===== src/odscp_map.vh =====
// Constants of the octal driver serial control port
// Functional notes
// - Input bit is captured on serial clock falling edge while selected.
// - Serial output moves to next register bit on each serial clock rising edge.
// - Deselected: clock and data ignored, serial output high impedance.
// - A one bit turns its output off at chip select rise.
// - A zero bit turns its output on at chip select rise.
// - One bit enters per serial clock; register full after eight bits.
// - Chip select fall loads drain status of all outputs into the register.
// - Status bit high for off output, low for on output.
// - Input and output words move most significant bit first, FIFO order.
// - Serial output does not depend on the reset input.
`ifndef ODSCP_MAP_VH
`define ODSCP_MAP_VH
`define ODSCP_NUM_OUT 8
`define ODSCP_CMD_RST 8'hff
`define ODSCP_MSB 7
`endif


===== src/odscp_sync.v =====
// Two flip-flop synchroniser for one level
`timescale 1ns/1ps
module odscp_sync #(
  parameter RST_VAL = 1'b0
) (
  input wire clk_in,
  input wire srst_in,
  input wire d_in,
  output reg q_out
);
  reg meta_r;
  always @(posedge clk_in) begin
    if (srst_in) begin
      meta_r <= RST_VAL;
      q_out <= RST_VAL;
    end else begin
      meta_r <= d_in;
      q_out <= meta_r;
    end
  end
endmodule


===== src/odscp_top.v =====
// Serial control port of the octal low-side driver
`timescale 1ns/1ps
`include "odscp_map.vh"
module odscp_top #(
  parameter NUM_OUT = `ODSCP_NUM_OUT
) (
  input wire clk_in,
  input wire srst_in,
  input wire sclk_in,
  input wire sdi_in,
  input wire chip_select_n_in,
  input wire [NUM_OUT-1:0] drain_status_in,
  output reg sdo_out,
  output reg sdo_oe_out,
  output reg [NUM_OUT-1:0] out_off_out
);
  // ==========================================================
  // Input synchronisers
  // Every pin is asynchronous to clk_in and passes two flip-flops first
  wire sclk_s;
  wire sdi_s;
  wire cs_n_s;
  wire [NUM_OUT-1:0] drain_s;

  odscp_sync #(
    .RST_VAL(1'b0)
  ) u_sync_sclk (
    .clk_in(clk_in),
    .srst_in(srst_in),
    .d_in(sclk_in),
    .q_out(sclk_s)
  );

  odscp_sync #(
    .RST_VAL(1'b0)
  ) u_sync_sdi (
    .clk_in(clk_in),
    .srst_in(srst_in),
    .d_in(sdi_in),
    .q_out(sdi_s)
  );

  // Select rests high, so a released select never looks like a fall
  odscp_sync #(
    .RST_VAL(1'b1)
  ) u_sync_cs (
    .clk_in(clk_in),
    .srst_in(srst_in),
    .d_in(chip_select_n_in),
    .q_out(cs_n_s)
  );

  // Drain status is a slow level, so each bit is sampled on its own
  genvar gi;
  generate
    for (gi = 0; gi < NUM_OUT; gi = gi + 1) begin : g_drain
      odscp_sync #(
        .RST_VAL(1'b1)
      ) u_sync_drain (
        .clk_in(clk_in),
        .srst_in(srst_in),
        .d_in(drain_status_in[gi]),
        .q_out(drain_s[gi])
      );
    end
  endgenerate

  // ==========================================================
  // Edge detection
  // Rest values equal the idle pin levels, so reset makes no false edge
  reg sclk_d_r;
  reg cs_n_d_r;
  wire sclk_rise;
  wire sclk_fall;
  wire cs_fall;
  wire cs_rise;

  assign sclk_rise = sclk_s & ~sclk_d_r;
  assign sclk_fall = ~sclk_s & sclk_d_r;
  assign cs_fall = ~cs_n_s & cs_n_d_r;
  assign cs_rise = cs_n_s & ~cs_n_d_r;

  always @(posedge clk_in) begin
    if (srst_in) begin
      sclk_d_r <= 1'b0;
    end else begin
      sclk_d_r <= sclk_s;
    end
  end

  always @(posedge clk_in) begin
    if (srst_in) begin
      cs_n_d_r <= 1'b1;
    end else begin
      cs_n_d_r <= cs_n_s;
    end
  end

  // ==========================================================
  // Frame state
  // A frame opens at the select fall and closes at the select rise
  localparam FRM_IDLE = 1'b0;
  localparam FRM_OPEN = 1'b1;
  reg frm_r;
  reg frm_nxt;
  wire selected;

  always @* begin
    frm_nxt = frm_r;
    case (frm_r)
      FRM_IDLE: begin
        if (cs_fall) begin
          frm_nxt = FRM_OPEN;
        end
      end
      FRM_OPEN: begin
        if (cs_rise) begin
          frm_nxt = FRM_IDLE;
        end
      end
      default: begin
        frm_nxt = FRM_IDLE;
      end
    endcase
  end

  always @(posedge clk_in) begin
    if (srst_in) begin
      frm_r <= FRM_IDLE;
    end else begin
      frm_r <= frm_nxt;
    end
  end

  // Serial clock and data count only inside an open frame
  assign selected = (frm_r == FRM_OPEN) & ~cs_n_s;

  // ==========================================================
  // Shift register
  // Select fall loads the drain status; every serial clock fall then
  // moves the word toward the top bit, so the oldest bit leaves first
  reg [NUM_OUT-1:0] shift_r;
  reg [NUM_OUT-1:0] shift_nxt;

  always @* begin
    shift_nxt = shift_r;
    if (cs_fall) begin
      // Drain high means output off and healthy
      shift_nxt = drain_s;
    end else if (selected && sclk_fall) begin
      shift_nxt = {shift_r[NUM_OUT-2:0], sdi_s};
    end
  end

  always @(posedge clk_in) begin
    if (srst_in) begin
      shift_r <= {NUM_OUT{1'b1}};
    end else begin
      shift_r <= shift_nxt;
    end
  end

  // ==========================================================
  // Serial data output
  // The top bit goes out at the select fall and at every serial clock
  // rise; the host takes it at the following fall
  reg sdo_nxt;

  always @* begin
    sdo_nxt = sdo_out;
    if (cs_fall) begin
      sdo_nxt = drain_s[NUM_OUT-1];
    end else if (selected && sclk_rise) begin
      sdo_nxt = shift_r[NUM_OUT-1];
    end
  end

  // Only srst_in clears this path; no driver reset reaches it
  always @(posedge clk_in) begin
    if (srst_in) begin
      sdo_out <= 1'b0;
    end else begin
      sdo_out <= sdo_nxt;
    end
  end

  // ==========================================================
  // Serial output enable
  // The pin is driven only while selected and floats otherwise
  reg sdo_oe_nxt;

  always @* begin
    sdo_oe_nxt = ~cs_n_s;
  end

  always @(posedge clk_in) begin
    if (srst_in) begin
      sdo_oe_out <= 1'b0;
    end else begin
      sdo_oe_out <= sdo_oe_nxt;
    end
  end

  // ==========================================================
  // Output command latch
  // Outputs take the word only at the select rise, so with extra bits
  // the last ones shifted in are applied
  reg [NUM_OUT-1:0] out_off_nxt;

  always @* begin
    out_off_nxt = out_off_out;
    if (cs_rise) begin
      // One turns an output off, zero turns it on
      out_off_nxt = shift_r;
    end
  end

  // Every output starts off
  always @(posedge clk_in) begin
    if (srst_in) begin
      out_off_out <= `ODSCP_CMD_RST;
    end else begin
      out_off_out <= out_off_nxt;
    end
  end
endmodule

===== config.mk =====
export PLATFORM = sky130hd
export DESIGN_NAME = odscp_top
export DESIGN_NICKNAME = d
export VERILOG_FILES = /design/src/odscp_sync.v /design/src/odscp_top.v
export VERILOG_INCLUDE_DIRS = /design/src
export SDC_FILE = /design/constraint.sdc
export NUM_CORES = 1
export LEC_CHECK = 0
export ABC_AREA = 0
export BUFFER_PORTS_ARGS = -buffer_cell sky130_fd_sc_hd__buf_4
export CAP_MARGIN = 10
export CORE_MARGIN = 1
export CORE_UTILIZATION = 40
export CTS_CLUSTER_SIZE = 40
export DETAILED_ROUTE_END_ITERATION = 8
export PLACE_DENSITY = 0.59
export SLEW_MARGIN = 20
export SYNTH_ARGS = -nofsm -noshare
export SYNTH_HDL_FRONTEND = slang
export SYNTH_SLANG_ARGS = --single-unit

===== constraint.sdc =====
create_clock -name clk_in -period 1 [get_ports clk_in]
set_input_delay 0.05 -clock clk_in [delete_from_list [all_inputs] [get_ports clk_in]]
set_output_delay 0.05 -clock clk_in [all_outputs]
set_load 0.05 [all_outputs]

# Word-level counts from Yosys, hierarchy flattened
# Cells that the tools add are included.
dict set report classes {
  mux 7
  bitwise_logic 10
  reduce_logical 4
}
# operator count
set op_table {}
lappend op_table {{$mux 8} 2}
lappend op_table {{$and 1x1->1} 5}
lappend op_table {{$not 1->1} 5}
lappend op_table {{$mux 1} 4}
lappend op_table {{$reduce_bool 2->1} 2}
lappend op_table {{$logic_and 1x1->1} 2}
lappend op_table {{$pmux 1 s2} 1}
dict set report word_totals {
  ff_bits 43
  inputBits 13
  out_inout_bits 10
  wordCells 50
}

# Depth between registers and ports, before layout
# Gate-level depths: netlist (run 1).
dict set report logic_depth {
  word_depth 5
  mapped_depth 5
  ltp_nobuf 3
}

# Modules after synthesis
# Synthesis (run 1) repeated with hierarchy kept, for this count alone.
dict set report unflattened {
  cells_unflattened 147
  hier_area_um2 1542.7
}
# mod n_inst cells_each area_each_um2 seq_area_each_um2
set modules_own_cells {}
lappend modules_own_cells {odscp_top 1 103 964.7 420.4}
lappend modules_own_cells {odscp_sync 11 4 52.6 40.0}

# Worst setup path before layout (run 1)
# OpenSTA, ideal clock, no wires.
dict set report synth_timing {
  path_kind {register to register}
  start {register u_sync_cs.q_out}
  end {register shift_r[3]}
  setup_time_ps 79
  arrival_ps 1028
  t_required_ps 921
  slack_ps -108
  stages_incl_launch_ff 6
  n_path_buf 2
  period_less_slack_ps 1108
  cell_sequence {dfxtp_1 nor4bb_1 buf_4 buf_12 nor4_2 a211oi_2}
}
dict set report synth_via {
  elab_chain_len 4
  word_cells_on_any_way 6
  cone_classes {mux (1); bitwise (3); reduce/logical (2)}
}
# item line_no
set synth_rtl {}
lappend synth_rtl {{start: declaration} odscp_sync.v:9} ;# output reg q_out
lappend synth_rtl {{start signal: assignment} odscp_sync.v:18} ;# q_out <= meta_r;
lappend synth_rtl {{$not 1->1 *} {odscp_top.v:80, odscp_top.v:136}}
lappend synth_rtl {{$and 1x1->1} odscp_top.v:136} ;# assign selected = (frm_r == FRM_OPEN) & ~cs_n_s;
lappend synth_rtl {{$logic_and 1x1->1} odscp_top.v:150} ;# end else if (selected && sclk_fall) begin
lappend synth_rtl {{$reduce_bool 2->1 (no source line)} n/a}
lappend synth_rtl {{end signal: assignment} odscp_top.v:157} ;# shift_r <= {NUM_OUT{1'b1}};
lappend synth_rtl {{end signal: assignment} odscp_top.v:159} ;# shift_r <= shift_nxt;
lappend synth_rtl {{end: declaration} odscp_top.v:142} ;# reg [NUM_OUT-1:0] shift_r;
# Every way passes the cells marked *; elsewhere a longest branch is shown, timed or not.
# A chain may end at the register's enable or synchronous reset.

# Worst setup path after layout (run 1)
dict set report layout_timing {
  start {register u_sync_sclk.q_out}
  end {register shift_r[7]}
}
dict set report layout_via {
  elab_chain_len 4
}
# item line_no
set layout_rtl {}
lappend layout_rtl {{start: declaration} odscp_sync.v:9}
lappend layout_rtl {{start signal: assignment} odscp_sync.v:18}
lappend layout_rtl {{$not 1->1} odscp_top.v:79} ;# assign sclk_fall = ~sclk_s & sclk_d_r;
lappend layout_rtl {{$and 1x1->1} odscp_top.v:79}
lappend layout_rtl {{$logic_and 1x1->1} odscp_top.v:150}
lappend layout_rtl {{$reduce_bool 2->1 (no source line)} n/a}
# Every way passes these cells.

==> flow_results.xml, run 1 <==
<?xml version="1.0" encoding="UTF-8"?>
<metrics>
  <group name="clocking">
    <metric name="cts_root_buf" unit="">sky130_fd_sc_hd__clkbuf_8</metric>
    <metric name="clk_pin_slew_worst_paths" unit="ns">0.08</metric>
    <metric name="cts.path.max_buffers" unit="">2</metric>
    <metric name="cts-buffers-inserted" unit="">5</metric>
    <metric name="htree_num_levels" unit="">2</metric>
    <metric name="cts.sink_count" unit="">43</metric>
    <metric name="cts_tree" unit="">built</metric>
    <metric name="clkLatencyLatePin" unit="ns">0.29</metric>
  </group>
  <group name="floorplan">
    <metric name="boundaryPins" unit="">23</metric>
    <metric name="fp.dieArea" unit="um2">4020</metric>
    <metric name="floorplan.die.width" unit="um">63.4</metric>
    <metric name="initial_utilization" unit="">0.435</metric>
    <metric name="core.rowCount" unit="">21</metric>
    <metric name="die_y" unit="um">63.4</metric>
    <metric name="design.core.area" unit="um2">3470</metric>
  </group>
  <group name="sta">
    <metric name="report.final.hold_viol_count" unit="">0</metric>
    <metric name="final.setup_skew" unit="ns">0.00189</metric>
    <metric name="fin_crit" unit="ns">1.20</metric>
    <metric name="tightest_slew" unit="ns">0.475</metric>
    <metric name="setup-violations-final" unit="">18</metric>
    <metric name="fin_worst_hold_slack" unit="ns">0.201</metric>
    <metric name="setup_slack_of_the_critical_path_after_layout" unit="ns">-0.200</metric>
    <metric name="finalMaxSlewViolations" unit="">0</metric>
    <metric name="rsz0062_at_grt" unit="">yes</metric>
    <metric name="fmax" unit="MHz">833</metric>
    <metric name="fraction_of_the_cycle_the_final_worst_path_needs" unit="">1.20</metric>
    <metric name="max-slew-margin-rel" unit="">0.683</metric>
  </group>
  <group name="setup_path">
    <metric name="timing.critical_path.required" unit="ns">1.17</metric>
    <metric name="criticalPathCategory" unit="">reg2reg</metric>
    <metric name="cp_max_fo" unit="">7</metric>
    <metric name="timing.critical_path.from_type" unit="">flop</metric>
    <metric name="cp.arrival" unit="ns">1.38</metric>
    <metric name="endpoint_kind" unit="">flop</metric>
  </group>
  <group name="logic_synthesis">
    <metric name="synth_area" unit="um2">1510</metric>
    <metric name="synthSimpleGateAreaFrac" unit="">0.310</metric>
    <metric name="synthArstFlopShare" unit="">0</metric>
    <metric name="largest_family_of_logic_cells_by_synthesized_area" unit="">simple AND/OR/NAND/NOR gates</metric>
    <metric name="synth_top_cell_area_share" unit="">0.571</metric>
    <metric name="synth_edf_count" unit="">0</metric>
    <metric name="netlist.top_cell.by_area" unit="">sky130_fd_sc_hd__dfxtp_1</metric>
    <metric name="ys_seq_area_frac" unit="">0.571</metric>
    <metric name="synth.mux.area_fraction" unit="">0.00664</metric>
    <metric name="netlist_instances" unit="">148</metric>
    <metric name="warning_count_from_the_yosys_run" unit="">0</metric>
    <metric name="postSynthAreaPerCell" unit="um2">10.2</metric>
    <metric name="post_synth_main_area_contributors" unit="">sky130_fd_sc_hd__dfxtp_1 (57%), sky130_fd_sc_hd__or2_2 (7.5%), sky130_fd_sc_hd__nor3_1 (5.3%)</metric>
    <metric name="yosys_most_used_dff" unit="">sky130_fd_sc_hd__dfxtp_1</metric>
    <metric name="synth.ff_latch_count" unit="">43</metric>
    <metric name="synth_compound_gate_area_share" unit="">0.0548</metric>
    <metric name="yosys.cell_types.count" unit="">24</metric>
    <metric name="synth-adder-area-share" unit="">0</metric>
    <metric name="synthesis.nets" unit="">161</metric>
    <metric name="synth_xor_xnor_area_share" unit="">0</metric>
  </group>
  <group name="final_layout">
    <metric name="nets" unit="">196</metric>
    <metric name="regArea" unit="um2">866</metric>
    <metric name="final_layout_size_suffix_gt1_frac" unit="">0.370</metric>
    <metric name="stdcell_count" unit="">230</metric>
    <metric name="layout.filler_cells" unit="">327</metric>
    <metric name="multi_input_comb_area" unit="um2">579</metric>
    <metric name="n_antenna_cell" unit="">0</metric>
    <metric name="layout.cells.most_common" unit="">sky130_fd_sc_hd__dfxtp_1</metric>
    <metric name="mostFrequentLayoutCells" unit="">sky130_fd_sc_hd__dfxtp_1 (39), sky130_fd_sc_hd__buf_4 (28), sky130_fd_sc_hd__or2_2 (18), sky130_fd_sc_hd__nor3_1 (16), sky130_fd_sc_hd__nand2_1 (16)</metric>
    <metric name="syn2layout_area_growth" unit="%">30.5</metric>
    <metric name="final_core_util" unit="">0.567</metric>
  </group>
  <group name="routing">
    <metric name="initialDrtViolationCount" unit="">42</metric>
    <metric name="detail-route-antenna-nets" unit="">0</metric>
    <metric name="dr.pass1.iters" unit="">4</metric>
    <metric name="routed-via-count" unit="">1064</metric>
    <metric name="drt-vias-per-instance" unit="">4.63</metric>
    <metric name="drc" unit="">0</metric>
    <metric name="wl_per_cell" unit="um">10.3</metric>
    <metric name="wirelength" unit="um">2370</metric>
  </group>
  <group name="place">
    <metric name="dp_hpwl" unit="um">1450</metric>
    <metric name="place.detailed.instances" unit="">206</metric>
    <metric name="port-buffer-count" unit="">22</metric>
    <metric name="pre_cts_slack" unit="ns">-0.179</metric>
    <metric name="routabilityCongestion" unit="">0.723</metric>
  </group>
  <group name="run">
    <metric name="maxCapViolations" unit="">0</metric>
  </group>
  <group name="global_routing">
    <metric name="grt_first_pass_wirelength" unit="um">3970</metric>
    <metric name="largest_net_degree_at_the_start_of_global_routing" unit="">59</metric>
    <metric name="overflow" unit="">0</metric>
    <metric name="number_of_global_route_vias_before_repair" unit="">951</metric>
    <metric name="groute.usage.overall" unit="">0.129</metric>
    <metric name="antenna_violations_before_repair" unit="">0</metric>
  </group>
  <group name="run_status">
    <metric name="status" unit="">finished with violations</metric>
    <metric name="violated_checks" unit="">setup timing</metric>
  </group>
  <group name="power">
    <metric name="total_power" unit="mW">3.42</metric>
    <metric name="ir_worst_vdd" unit="V">0.00105</metric>
    <metric name="power_density" unit="nW/um2">1740</metric>
    <metric name="power.static_leakage" unit="nW">0.781</metric>
  </group>
  <group name="worst_hold_path">
    <metric name="worst_hold_path_type" unit="">in2reg</metric>
  </group>
</metrics>
-- kinds of logic after synthesis --
| group | Yosys count |
|---|---|
| simple gates | 80 |
| flops | 43 |
| buf+inv | 14 |
| compound gates | 10 |
| mux | 1 |
-- synth_stat cells, types with 2 or more instances --
master and number:
sky130_fd_sc_hd__a211oi_1 7, sky130_fd_sc_hd__a211oi_2 2, sky130_fd_sc_hd__buf_2 2, sky130_fd_sc_hd__buf_4 2
sky130_fd_sc_hd__clkbuf_1 6, sky130_fd_sc_hd__dfxtp_1 43, sky130_fd_sc_hd__nand2_1 16, sky130_fd_sc_hd__nand3b_1 8
sky130_fd_sc_hd__nor2_1 3, sky130_fd_sc_hd__nor2b_1 7, sky130_fd_sc_hd__nor3_1 16, sky130_fd_sc_hd__nor4_1 6
sky130_fd_sc_hd__nor4_2 2, sky130_fd_sc_hd__or2_2 18
-- final cells by class --
class	count	area share
Timing Repair Buffer	41	0.174
Clock inverter	2	0.0178
Tap cell	46	0.0293
Clock buffer	6	0.0420
Sequential cell	43	0.440
Inverter	1	0.00191
Multi-Input combinational cell	91	0.295
-- metal layers --
layer,routed length [um],track usage,vias to the layer above
li1,-,-,566
met1,1130,0.148,466
met2,1070,0.210,24
met3,108,0.0326,8
met4,59,0.0852,0
met5,0,0,-
-- per-stage QoR --
stage	setup TNS (ns)	area (um2)
6_report	-1.91	1970
5_1_grt	-3.34	1970
4_1_cts	-2.06	1930
3_5_place_dp	-1.88	1680
3_3_place_gp	-1.57	1680
2_1_floorplan	-0.468	1520
-- worst paths after layout --
kind / startpoint / endpoint / slack, ns / cells after the start
worst max register to register: u_sync_sclk.q_out$_SDFF_PP0_ / shift_r[7]$_SDFFE_PP1P_ / -0.20 / 5
worst min-delay path: srst_in / u_sync_sclk.q_out$_SDFF_PP0_ / 0.20 / 2
worst min register to register: g_drain[3].u_sync_drain.meta_r$_SDFF_PP1_ / g_drain[3].u_sync_drain.q_out$_SDFF_PP1_ / 0.41 / 1
worst max-delay path: u_sync_sclk.q_out$_SDFF_PP0_ / shift_r[7]$_SDFFE_PP1P_ / -0.20 / 5
-- registers in the layout, indices dropped and copies added (netlist names) --
signal,cells
sdo_oe_out,1
u_sync_cs.q_out,1
u_sync_sclk.meta_r,1
g_drain.u_sync_drain.meta_r,8
sdo_out,1
u_sync_sdi.q_out,1
u_sync_cs.meta_r,1
cs_n_d_r,1
frm_r,1
shift_r,8
u_sync_sclk.q_out,1
out_off_out,8
sclk_d_r,1
u_sync_sdi.meta_r,1
g_drain.u_sync_drain.q_out,8
-- power by group --
part / switching, mW / internal, mW / leakage [nW]
clock network: 0.549 / 0.807 / 0.0612
registers: 0.0250 / 1.78 / 0.354
logic: 0.132 / 0.134 / 0.366
total: 0.707 / 2.72 / 0.781
-- what timing repair did --
item | 4_1_cts | 5_1_grt
gates cloned | 0 | 1
pin swaps | 1 | 0
setup buffers | 3 | 1
resized for setup | 1 | 8
setup endpoints to repair | 18 | 18
hold buffers | 11 | 0
endpoints found under the hold margin | 11 | 0
-- worst max-delay path: stages (launching register included) --
cell and delay (ns):
sky130_fd_sc_hd__dfxtp_1 0.34, sky130_fd_sc_hd__nor4bb_4 0.30, sky130_fd_sc_hd__buf_4 0.16, sky130_fd_sc_hd__buf_6 0.12, sky130_fd_sc_hd__buf_4 0.11, sky130_fd_sc_hd__a211oi_1 0.05
(Power assumes the default switching activity.)
==> run 2: changes to the inputs <==
--- a/config.mk
+++ b/config.mk
@@ -9,7 +9,7 @@
 export ABC_AREA = 0
 export BUFFER_PORTS_ARGS = -buffer_cell sky130_fd_sc_hd__buf_4
 export CAP_MARGIN = 10
-export CORE_MARGIN = 1
+export CORE_MARGIN = 5
 export CORE_UTILIZATION = 40
 export CTS_CLUSTER_SIZE = 40
 export DETAILED_ROUTE_END_ITERATION = 8
==> run 2 against run 1 <==
The flow still finishes with violations (setup timing). Highest routed layer unchanged. Non-clock buffer count unchanged. Combinational power grew 2%. Clock skew rose by 0.0018 ns. Largest power group unchanged. Hold slack worse by 0.0060 ns. Critical path type unchanged. Worst setup slack got worse by 0.016 ns.
==> flow_results.xml, run 2 (synthesis gave the netlist of run 1 again) <==
<?xml version="1.0" encoding="UTF-8"?>
<metrics>
  <group name="sta">
    <metric name="max-slew-margin-rel" unit="">0.675</metric>
    <metric name="rsz0062_at_grt" unit="">yes</metric>
    <metric name="fraction_of_the_cycle_the_final_worst_path_needs" unit="">1.22</metric>
    <metric name="final.setup_skew" unit="ns">0.00371</metric>
    <metric name="tightest_slew" unit="ns">0.486</metric>
    <metric name="report.final.hold_viol_count" unit="">0</metric>
    <metric name="fin_crit" unit="ns">1.22</metric>
    <metric name="setup_slack_of_the_critical_path_after_layout" unit="ns">-0.216</metric>
    <metric name="setup-violations-final" unit="">18</metric>
    <metric name="finalMaxSlewViolations" unit="">0</metric>
    <metric name="fmax" unit="MHz">822</metric>
  </group>
  <group name="clocking">
    <metric name="htree_num_levels" unit="">2</metric>
    <metric name="cts_root_buf" unit="">sky130_fd_sc_hd__clkbuf_8</metric>
    <metric name="cts.path.max_buffers" unit="">2</metric>
    <metric name="clk_pin_slew_worst_paths" unit="ns">0.08</metric>
    <metric name="cts-buffers-inserted" unit="">5</metric>
    <metric name="cts.sink_count" unit="">43</metric>
    <metric name="clkLatencyLatePin" unit="ns">0.29</metric>
    <metric name="cts_tree" unit="">built</metric>
  </group>
  <group name="worst_hold_path">
    <metric name="whs_path_depth" unit="">2</metric>
    <metric name="min_to" unit="">frm_r$_SDFF_PP0_</metric>
    <metric name="hold_path.startpoint" unit="">srst_in</metric>
    <metric name="worst_hold_path_type" unit="">in2reg</metric>
  </group>
  <group name="setup_path">
    <metric name="worst_path_largest_cell_delay" unit="ns">0.36</metric>
    <metric name="critPathTopFamily" unit="">simple AND/OR/NAND/NOR gates</metric>
    <metric name="cp_max_fo" unit="">8</metric>
    <metric name="reg2regPathDepth" unit="">4</metric>
    <metric name="timing.critical_path.required" unit="ns">1.20</metric>
    <metric name="endpoint_kind" unit="">flop</metric>
    <metric name="regToRegEndpoint" unit="">shift_r[6]$_SDFFE_PP1P_</metric>
    <metric name="criticalPathCategory" unit="">reg2reg</metric>
    <metric name="cp.arrival" unit="ns">1.42</metric>
    <metric name="crit_path_cell_trace" unit="">nor4bb_4 -&gt; buf_6 -&gt; nor4_1 -&gt; a211oi_1</metric>
    <metric name="slowest_stage" unit="">sky130_fd_sc_hd__dfxtp_2</metric>
    <metric name="critical_path.reg2reg.startpoint" unit="">u_sync_cs.q_out$_SDFF_PP1_</metric>
    <metric name="worst-r2r-setup-slack" unit="ns">-0.22</metric>
    <metric name="cp_num_buf_inv" unit="">1</metric>
    <metric name="timing.critical_path.from_type" unit="">flop</metric>
  </group>
  <group name="routing">
    <metric name="routed-via-count" unit="">1044</metric>
    <metric name="dr.pass1.iters" unit="">3</metric>
    <metric name="initialDrtViolationCount" unit="">20</metric>
    <metric name="wirelength" unit="um">2490</metric>
    <metric name="wl_per_cell" unit="um">10.7</metric>
    <metric name="detail-route-antenna-nets" unit="">0</metric>
    <metric name="drc" unit="">0</metric>
    <metric name="drt-vias-per-instance" unit="">4.50</metric>
  </group>
  <group name="place">
    <metric name="port-buffer-count" unit="">22</metric>
    <metric name="dp_hpwl" unit="um">1600</metric>
    <metric name="routabilityCongestion" unit="">0.645</metric>
    <metric name="detailed_place.area" unit="um2">1700</metric>
    <metric name="place.detailed.instances" unit="">209</metric>
    <metric name="pre_cts_slack" unit="ns">-0.249</metric>
  </group>
  <group name="final_layout">
    <metric name="nets" unit="">196</metric>
    <metric name="final_layout_size_suffix_gt1_frac" unit="">0.375</metric>
    <metric name="mostFrequentLayoutCells" unit="">sky130_fd_sc_hd__dfxtp_1 (38), sky130_fd_sc_hd__buf_4 (28), sky130_fd_sc_hd__or2_2 (18), sky130_fd_sc_hd__nor3_1 (16), sky130_fd_sc_hd__nand2_1 (16)</metric>
    <metric name="design_area" unit="um2">1980</metric>
    <metric name="stdcell_count" unit="">232</metric>
    <metric name="n_antenna_cell" unit="">0</metric>
    <metric name="layout.cells.most_common" unit="">sky130_fd_sc_hd__dfxtp_1</metric>
    <metric name="syn2layout_area_growth" unit="%">31.4</metric>
  </group>
  <group name="power">
    <metric name="power_density" unit="nW/um2">1730</metric>
    <metric name="ir_worst_vdd" unit="V">0.00104</metric>
    <metric name="power.static_leakage" unit="nW">0.782</metric>
    <metric name="total_power" unit="mW">3.42</metric>
  </group>
  <group name="floorplan">
    <metric name="design.core.area" unit="um2">3660</metric>
    <metric name="floorplan.die.width" unit="um">71.4</metric>
    <metric name="initial_utilization" unit="">0.412</metric>
    <metric name="fp.dieArea" unit="um2">5100</metric>
    <metric name="boundaryPins" unit="">23</metric>
    <metric name="die_y" unit="um">71.4</metric>
    <metric name="core.rowCount" unit="">22</metric>
  </group>
  <group name="global_routing">
    <metric name="groute.usage.overall" unit="">0.112</metric>
    <metric name="overflow" unit="">0</metric>
    <metric name="number_of_global_route_vias_before_repair" unit="">974</metric>
    <metric name="grt_first_pass_wirelength" unit="um">4430</metric>
    <metric name="largest_net_degree_at_the_start_of_global_routing" unit="">59</metric>
    <metric name="antenna_violations_before_repair" unit="">0</metric>
  </group>
  <group name="run_status">
    <metric name="violated_checks" unit="">setup timing</metric>
    <metric name="status" unit="">finished with violations</metric>
  </group>
  <group name="run">
    <metric name="maxCapViolations" unit="">0</metric>
  </group>
</metrics>
## run 2: what timing repair did
action | CTS | global route
gates cloned | 1 | 0
endpoints found under the hold margin | 11 | 0
endpoints found under the setup margin | 18 | 18
setup buffers | 2 | 1
hold buffers | 11 | 0
pin swaps | 1 | 0
gates resized for setup | 6 | 1
## run 2: power by group
part / internal, mW / switching (mW) / leakage, nW
sequential: 1.78 / 0.0249 / 0.354
clock: 0.807 / 0.543 / 0.0612
combinational: 0.139 / 0.133 / 0.367
total: 2.72 / 0.701 / 0.782
## run 2: final cells by class
| type | count | area [um2] |
|---|---|---|
| clock buffer | 6 | 82.6 |
| clock inverter | 2 | 35.0 |
| fill | 326 | 1680 |
| inverter | 1 | 3.75 |
| multi-input combinational | 91 | 581 |
| sequential | 43 | 867 |
| tap | 48 | 60.1 |
| timing repair buffer | 41 | 352 |
## run 2: worst max path at each step
stage,cells after the start,startpoint,to,slack (ns)
after global routing,4,u_sync_sclk.q_out$_SDFF_PP0_,shift_r[6]$_SDFFE_PP1P_,-0.33
after detailed placement,4,u_sync_sclk.q_out$_SDFF_PP0_,shift_r[6]$_SDFFE_PP1P_,-0.25
final,4,u_sync_cs.q_out$_SDFF_PP1_,shift_r[6]$_SDFFE_PP1P_,-0.22
after CTS,4,u_sync_cs.q_out$_SDFF_PP1_,shift_r[6]$_SDFFE_PP1P_,-0.23
after floorplan,5,u_sync_cs.q_out$_SDFF_PP1_,shift_r[3]$_SDFFE_PP1P_,-0.1
after global placement,4,u_sync_cs.q_out$_SDFF_PP1_,shift_r[0]$_SDFFE_PP1P_,-0.14
## run 2: metal layers
metal | part of all wire | vias to the layer above | global-route usage
li1 | - | 564 | -
met1 | 0.46 | 452 | 0.132
met2 | 0.45 | 24 | 0.173
met3 | 0.068 | 4 | 0.0463
met4 | 0.022 | 0 | 0.0564
met5 | 0 | - | 0
## run 2: through the flow
stage | hold WS [ns] | util | setup TNS (ns)
after floorplan | 0.154 | - | -0.468
after global placement | 0.235 | 0.465 | -1.52
after detailed placement | 0.236 | 0.465 | -2.49
after CTS | 0.189 | 0.538 | -2.90
after global routing | 0.221 | 0.541 | -4.37
final | 0.195 | 0.541 | -2.21
==> run 3: changes to the inputs <==
--- a/config.mk
+++ b/config.mk
@@ -11,8 +11,10 @@
 export CAP_MARGIN = 10
 export CORE_MARGIN = 5
 export CORE_UTILIZATION = 40
+export CTS_BUF_LIST = sky130_fd_sc_hd__clkbuf_2
 export CTS_CLUSTER_SIZE = 40
 export DETAILED_ROUTE_END_ITERATION = 8
+export MAX_ROUTING_LAYER = met4
 export PLACE_DENSITY = 0.59
 export SLEW_MARGIN = 20
 export SYNTH_ARGS = -nofsm -noshare
==> run 3 against run 2 <==
The flow still finishes with violations (setup timing). Count of clock-buffer cells in the layout down 1. Critical path depth unchanged. Die area unchanged. Design area up 3.0%. Hold slack worse by 0.097 ns. First-iteration DRC count rose to 2.9 times the previous value. Wire length up 2.3%. Final cell count unchanged. Critical endpoint is now shift_r[5]$_SDFFE_PP1P_.
==> flow_results.xml, run 3 (synthesis gave the netlist of run 1 again) <==
<?xml version="1.0" encoding="UTF-8"?>
<metrics>
  <group name="setup_path">
    <metric name="cp_max_fo" unit="">8</metric>
    <metric name="critPathTopFamily" unit="">flip-flops</metric>
    <metric name="crit_path_cell_trace" unit="">nor4bb_4 -&gt; buf_6 -&gt; nor4_1 -&gt; a211oi_1</metric>
    <metric name="slowest_stage" unit="">sky130_fd_sc_hd__dfxtp_4</metric>
    <metric name="crit_path_start" unit="">u_sync_cs.q_out$_SDFF_PP1_</metric>
    <metric name="timing.critical_path.from_type" unit="">flop</metric>
    <metric name="cp.arrival" unit="ns">1.54</metric>
    <metric name="critical_path.reg2reg.startpoint" unit="">u_sync_cs.q_out$_SDFF_PP1_</metric>
    <metric name="endpoint_kind" unit="">flop</metric>
    <metric name="worst_path_largest_cell_delay" unit="ns">0.41</metric>
    <metric name="criticalPathCategory" unit="">reg2reg</metric>
    <metric name="timing.critical_path.required" unit="ns">1.32</metric>
    <metric name="cp_num_buf_inv" unit="">1</metric>
  </group>
  <group name="run">
    <metric name="maxCapViolations" unit="">0</metric>
  </group>
  <group name="sta">
    <metric name="max-slew-margin-rel" unit="">0.668</metric>
    <metric name="setup-violations-final" unit="">10</metric>
    <metric name="fmax" unit="MHz">816</metric>
    <metric name="rsz0062_at_grt" unit="">yes</metric>
    <metric name="final.setup_skew" unit="ns">0.0111</metric>
    <metric name="report.final.hold_viol_count" unit="">0</metric>
    <metric name="fraction_of_the_cycle_the_final_worst_path_needs" unit="">1.23</metric>
    <metric name="setup_slack_of_the_critical_path_after_layout" unit="ns">-0.225</metric>
    <metric name="fin_crit" unit="ns">1.23</metric>
    <metric name="finalMaxSlewViolations" unit="">0</metric>
    <metric name="tightest_slew" unit="ns">0.497</metric>
  </group>
  <group name="power">
    <metric name="ir_worst_vdd" unit="V">0.000887</metric>
    <metric name="total_power" unit="mW">3.04</metric>
    <metric name="power.static_leakage" unit="nW">0.798</metric>
    <metric name="power_density" unit="nW/um2">1490</metric>
  </group>
  <group name="floorplan">
    <metric name="floorplan.die.width" unit="um">71.4</metric>
    <metric name="core.rowCount" unit="">22</metric>
    <metric name="initial_utilization" unit="">0.412</metric>
    <metric name="design.core.area" unit="um2">3660</metric>
    <metric name="boundaryPins" unit="">23</metric>
    <metric name="fp.dieArea" unit="um2">5100</metric>
    <metric name="die_y" unit="um">71.4</metric>
  </group>
  <group name="final_layout">
    <metric name="syn2layout_area_growth" unit="%">35.3</metric>
    <metric name="mostFrequentLayoutCells" unit="">sky130_fd_sc_hd__dfxtp_1 (29), sky130_fd_sc_hd__or2_2 (18), sky130_fd_sc_hd__buf_4 (18), sky130_fd_sc_hd__nor3_1 (16), sky130_fd_sc_hd__nand2_1 (16)</metric>
    <metric name="n_antenna_cell" unit="">0</metric>
    <metric name="stdcell_count" unit="">232</metric>
    <metric name="final_layout_size_suffix_gt1_frac" unit="">0.440</metric>
    <metric name="layout.cells.most_common" unit="">sky130_fd_sc_hd__dfxtp_1</metric>
    <metric name="nets" unit="">196</metric>
  </group>
  <group name="worst_hold_path">
    <metric name="hold_path.startpoint" unit="">srst_in</metric>
    <metric name="worst_hold_path_type" unit="">in2reg</metric>
  </group>
  <group name="global_routing">
    <metric name="grt_first_pass_wirelength" unit="um">4360</metric>
    <metric name="largest_net_degree_at_the_start_of_global_routing" unit="">59</metric>
    <metric name="antenna_violations_before_repair" unit="">0</metric>
    <metric name="overflow" unit="">0</metric>
    <metric name="groute.usage.overall" unit="">0.113</metric>
    <metric name="number_of_global_route_vias_before_repair" unit="">979</metric>
  </group>
  <group name="routing">
    <metric name="wirelength" unit="um">2550</metric>
    <metric name="drt-vias-per-instance" unit="">4.53</metric>
    <metric name="detail-route-antenna-nets" unit="">0</metric>
    <metric name="dr.pass1.iters" unit="">4</metric>
    <metric name="initialDrtViolationCount" unit="">57</metric>
    <metric name="routed-via-count" unit="">1052</metric>
    <metric name="wl_per_cell" unit="um">11.0</metric>
    <metric name="drc" unit="">0</metric>
  </group>
  <group name="place">
    <metric name="place.detailed.instances" unit="">209</metric>
    <metric name="dp_hpwl" unit="um">1600</metric>
    <metric name="routabilityCongestion" unit="">0.650</metric>
    <metric name="port-buffer-count" unit="">22</metric>
  </group>
  <group name="clocking">
    <metric name="htree_num_levels" unit="">2</metric>
    <metric name="cts_root_buf" unit="">sky130_fd_sc_hd__clkbuf_2</metric>
    <metric name="cts_tree" unit="">built</metric>
    <metric name="cts.sink_count" unit="">43</metric>
    <metric name="clkLatencyLatePin" unit="ns">0.38</metric>
    <metric name="clk_pin_slew_worst_paths" unit="ns">0.20</metric>
    <metric name="cts-buffers-inserted" unit="">5</metric>
    <metric name="cts.path.max_buffers" unit="">2</metric>
  </group>
  <group name="run_status">
    <metric name="status" unit="">finished with violations</metric>
    <metric name="violated_checks" unit="">setup timing</metric>
  </group>
</metrics>
==> run 3: changes by cell type in the layout (fill, tap and decap cells not counted), sizes merged <==
cell / change
clkinv: +1
clkbuf: -1
==> run 3: power breakdown <==
group / switching [mW] / internal, mW
Combinational: 0.137 / 0.163
Clock: 0.514 / 0.412
Sequential: 0.0316 / 1.78
Total: 0.683 / 2.36
==> run 3: stage by stage <==
stage	hold slack, ns	setup TNS [ns]	cell area (um2)	utilization	setup WS, ns
global route	0.0710	-3.39	2040	0.557	-0.303
detailed placement	0.236	-2.49	1700	0.465	-0.249
finish	0.0984	-1.84	2040	0.557	-0.225
global placement	0.235	-1.52	1700	0.465	-0.139
floorplan	0.154	-0.468	1520	-	-0.0993
CTS	0.0576	-3.42	1970	0.538	-0.259
==> run 3: final timing paths <==
kind	to	slack, ns	cells after the start
worst max-delay path	shift_r[5]$_SDFFE_PP1P_	-0.23	4
worst min-delay path	frm_r$_SDFF_PP0_	0.1	2
worst max register to register	shift_r[5]$_SDFFE_PP1P_	-0.23	4
worst min register to register	g_drain[3].u_sync_drain.q_out$_SDFF_PP1_	0.43	1
==> run 3: timing repair <==
| item | CTS | global route |
|---|---|---|
| hold buffers | 11 | 0 |
| setup endpoints to repair | 28 | 28 |
| gates resized for setup | 26 | 16 |
| pin swaps | 1 | 1 |
| setup buffers | 2 | 1 |
| endpoints found under the hold margin | 11 | 0 |
| cloned | 1 | 0 |
==> run 3: final cells by class <==
cell class,instances,area [um2]
repair buffers,41,427
fillers,310,1620
multi-input cells,91,604
clock inverters,3,38.8
inverters,1,3.75
well taps,48,60.1
clock buffers,5,25.0
flip-flops and latches,43,881
==> run 3: layer usage <==
metal / GRT usage / vias to the layer above / routed length (um)
met3: 0.0547 / 2 / 150
met4: 0.0501 / 0 / 26
met1: 0.127 / 455 / 1190
met5: - / - / 0
met2: 0.170 / 25 / 1180
li1: - / 570 / -
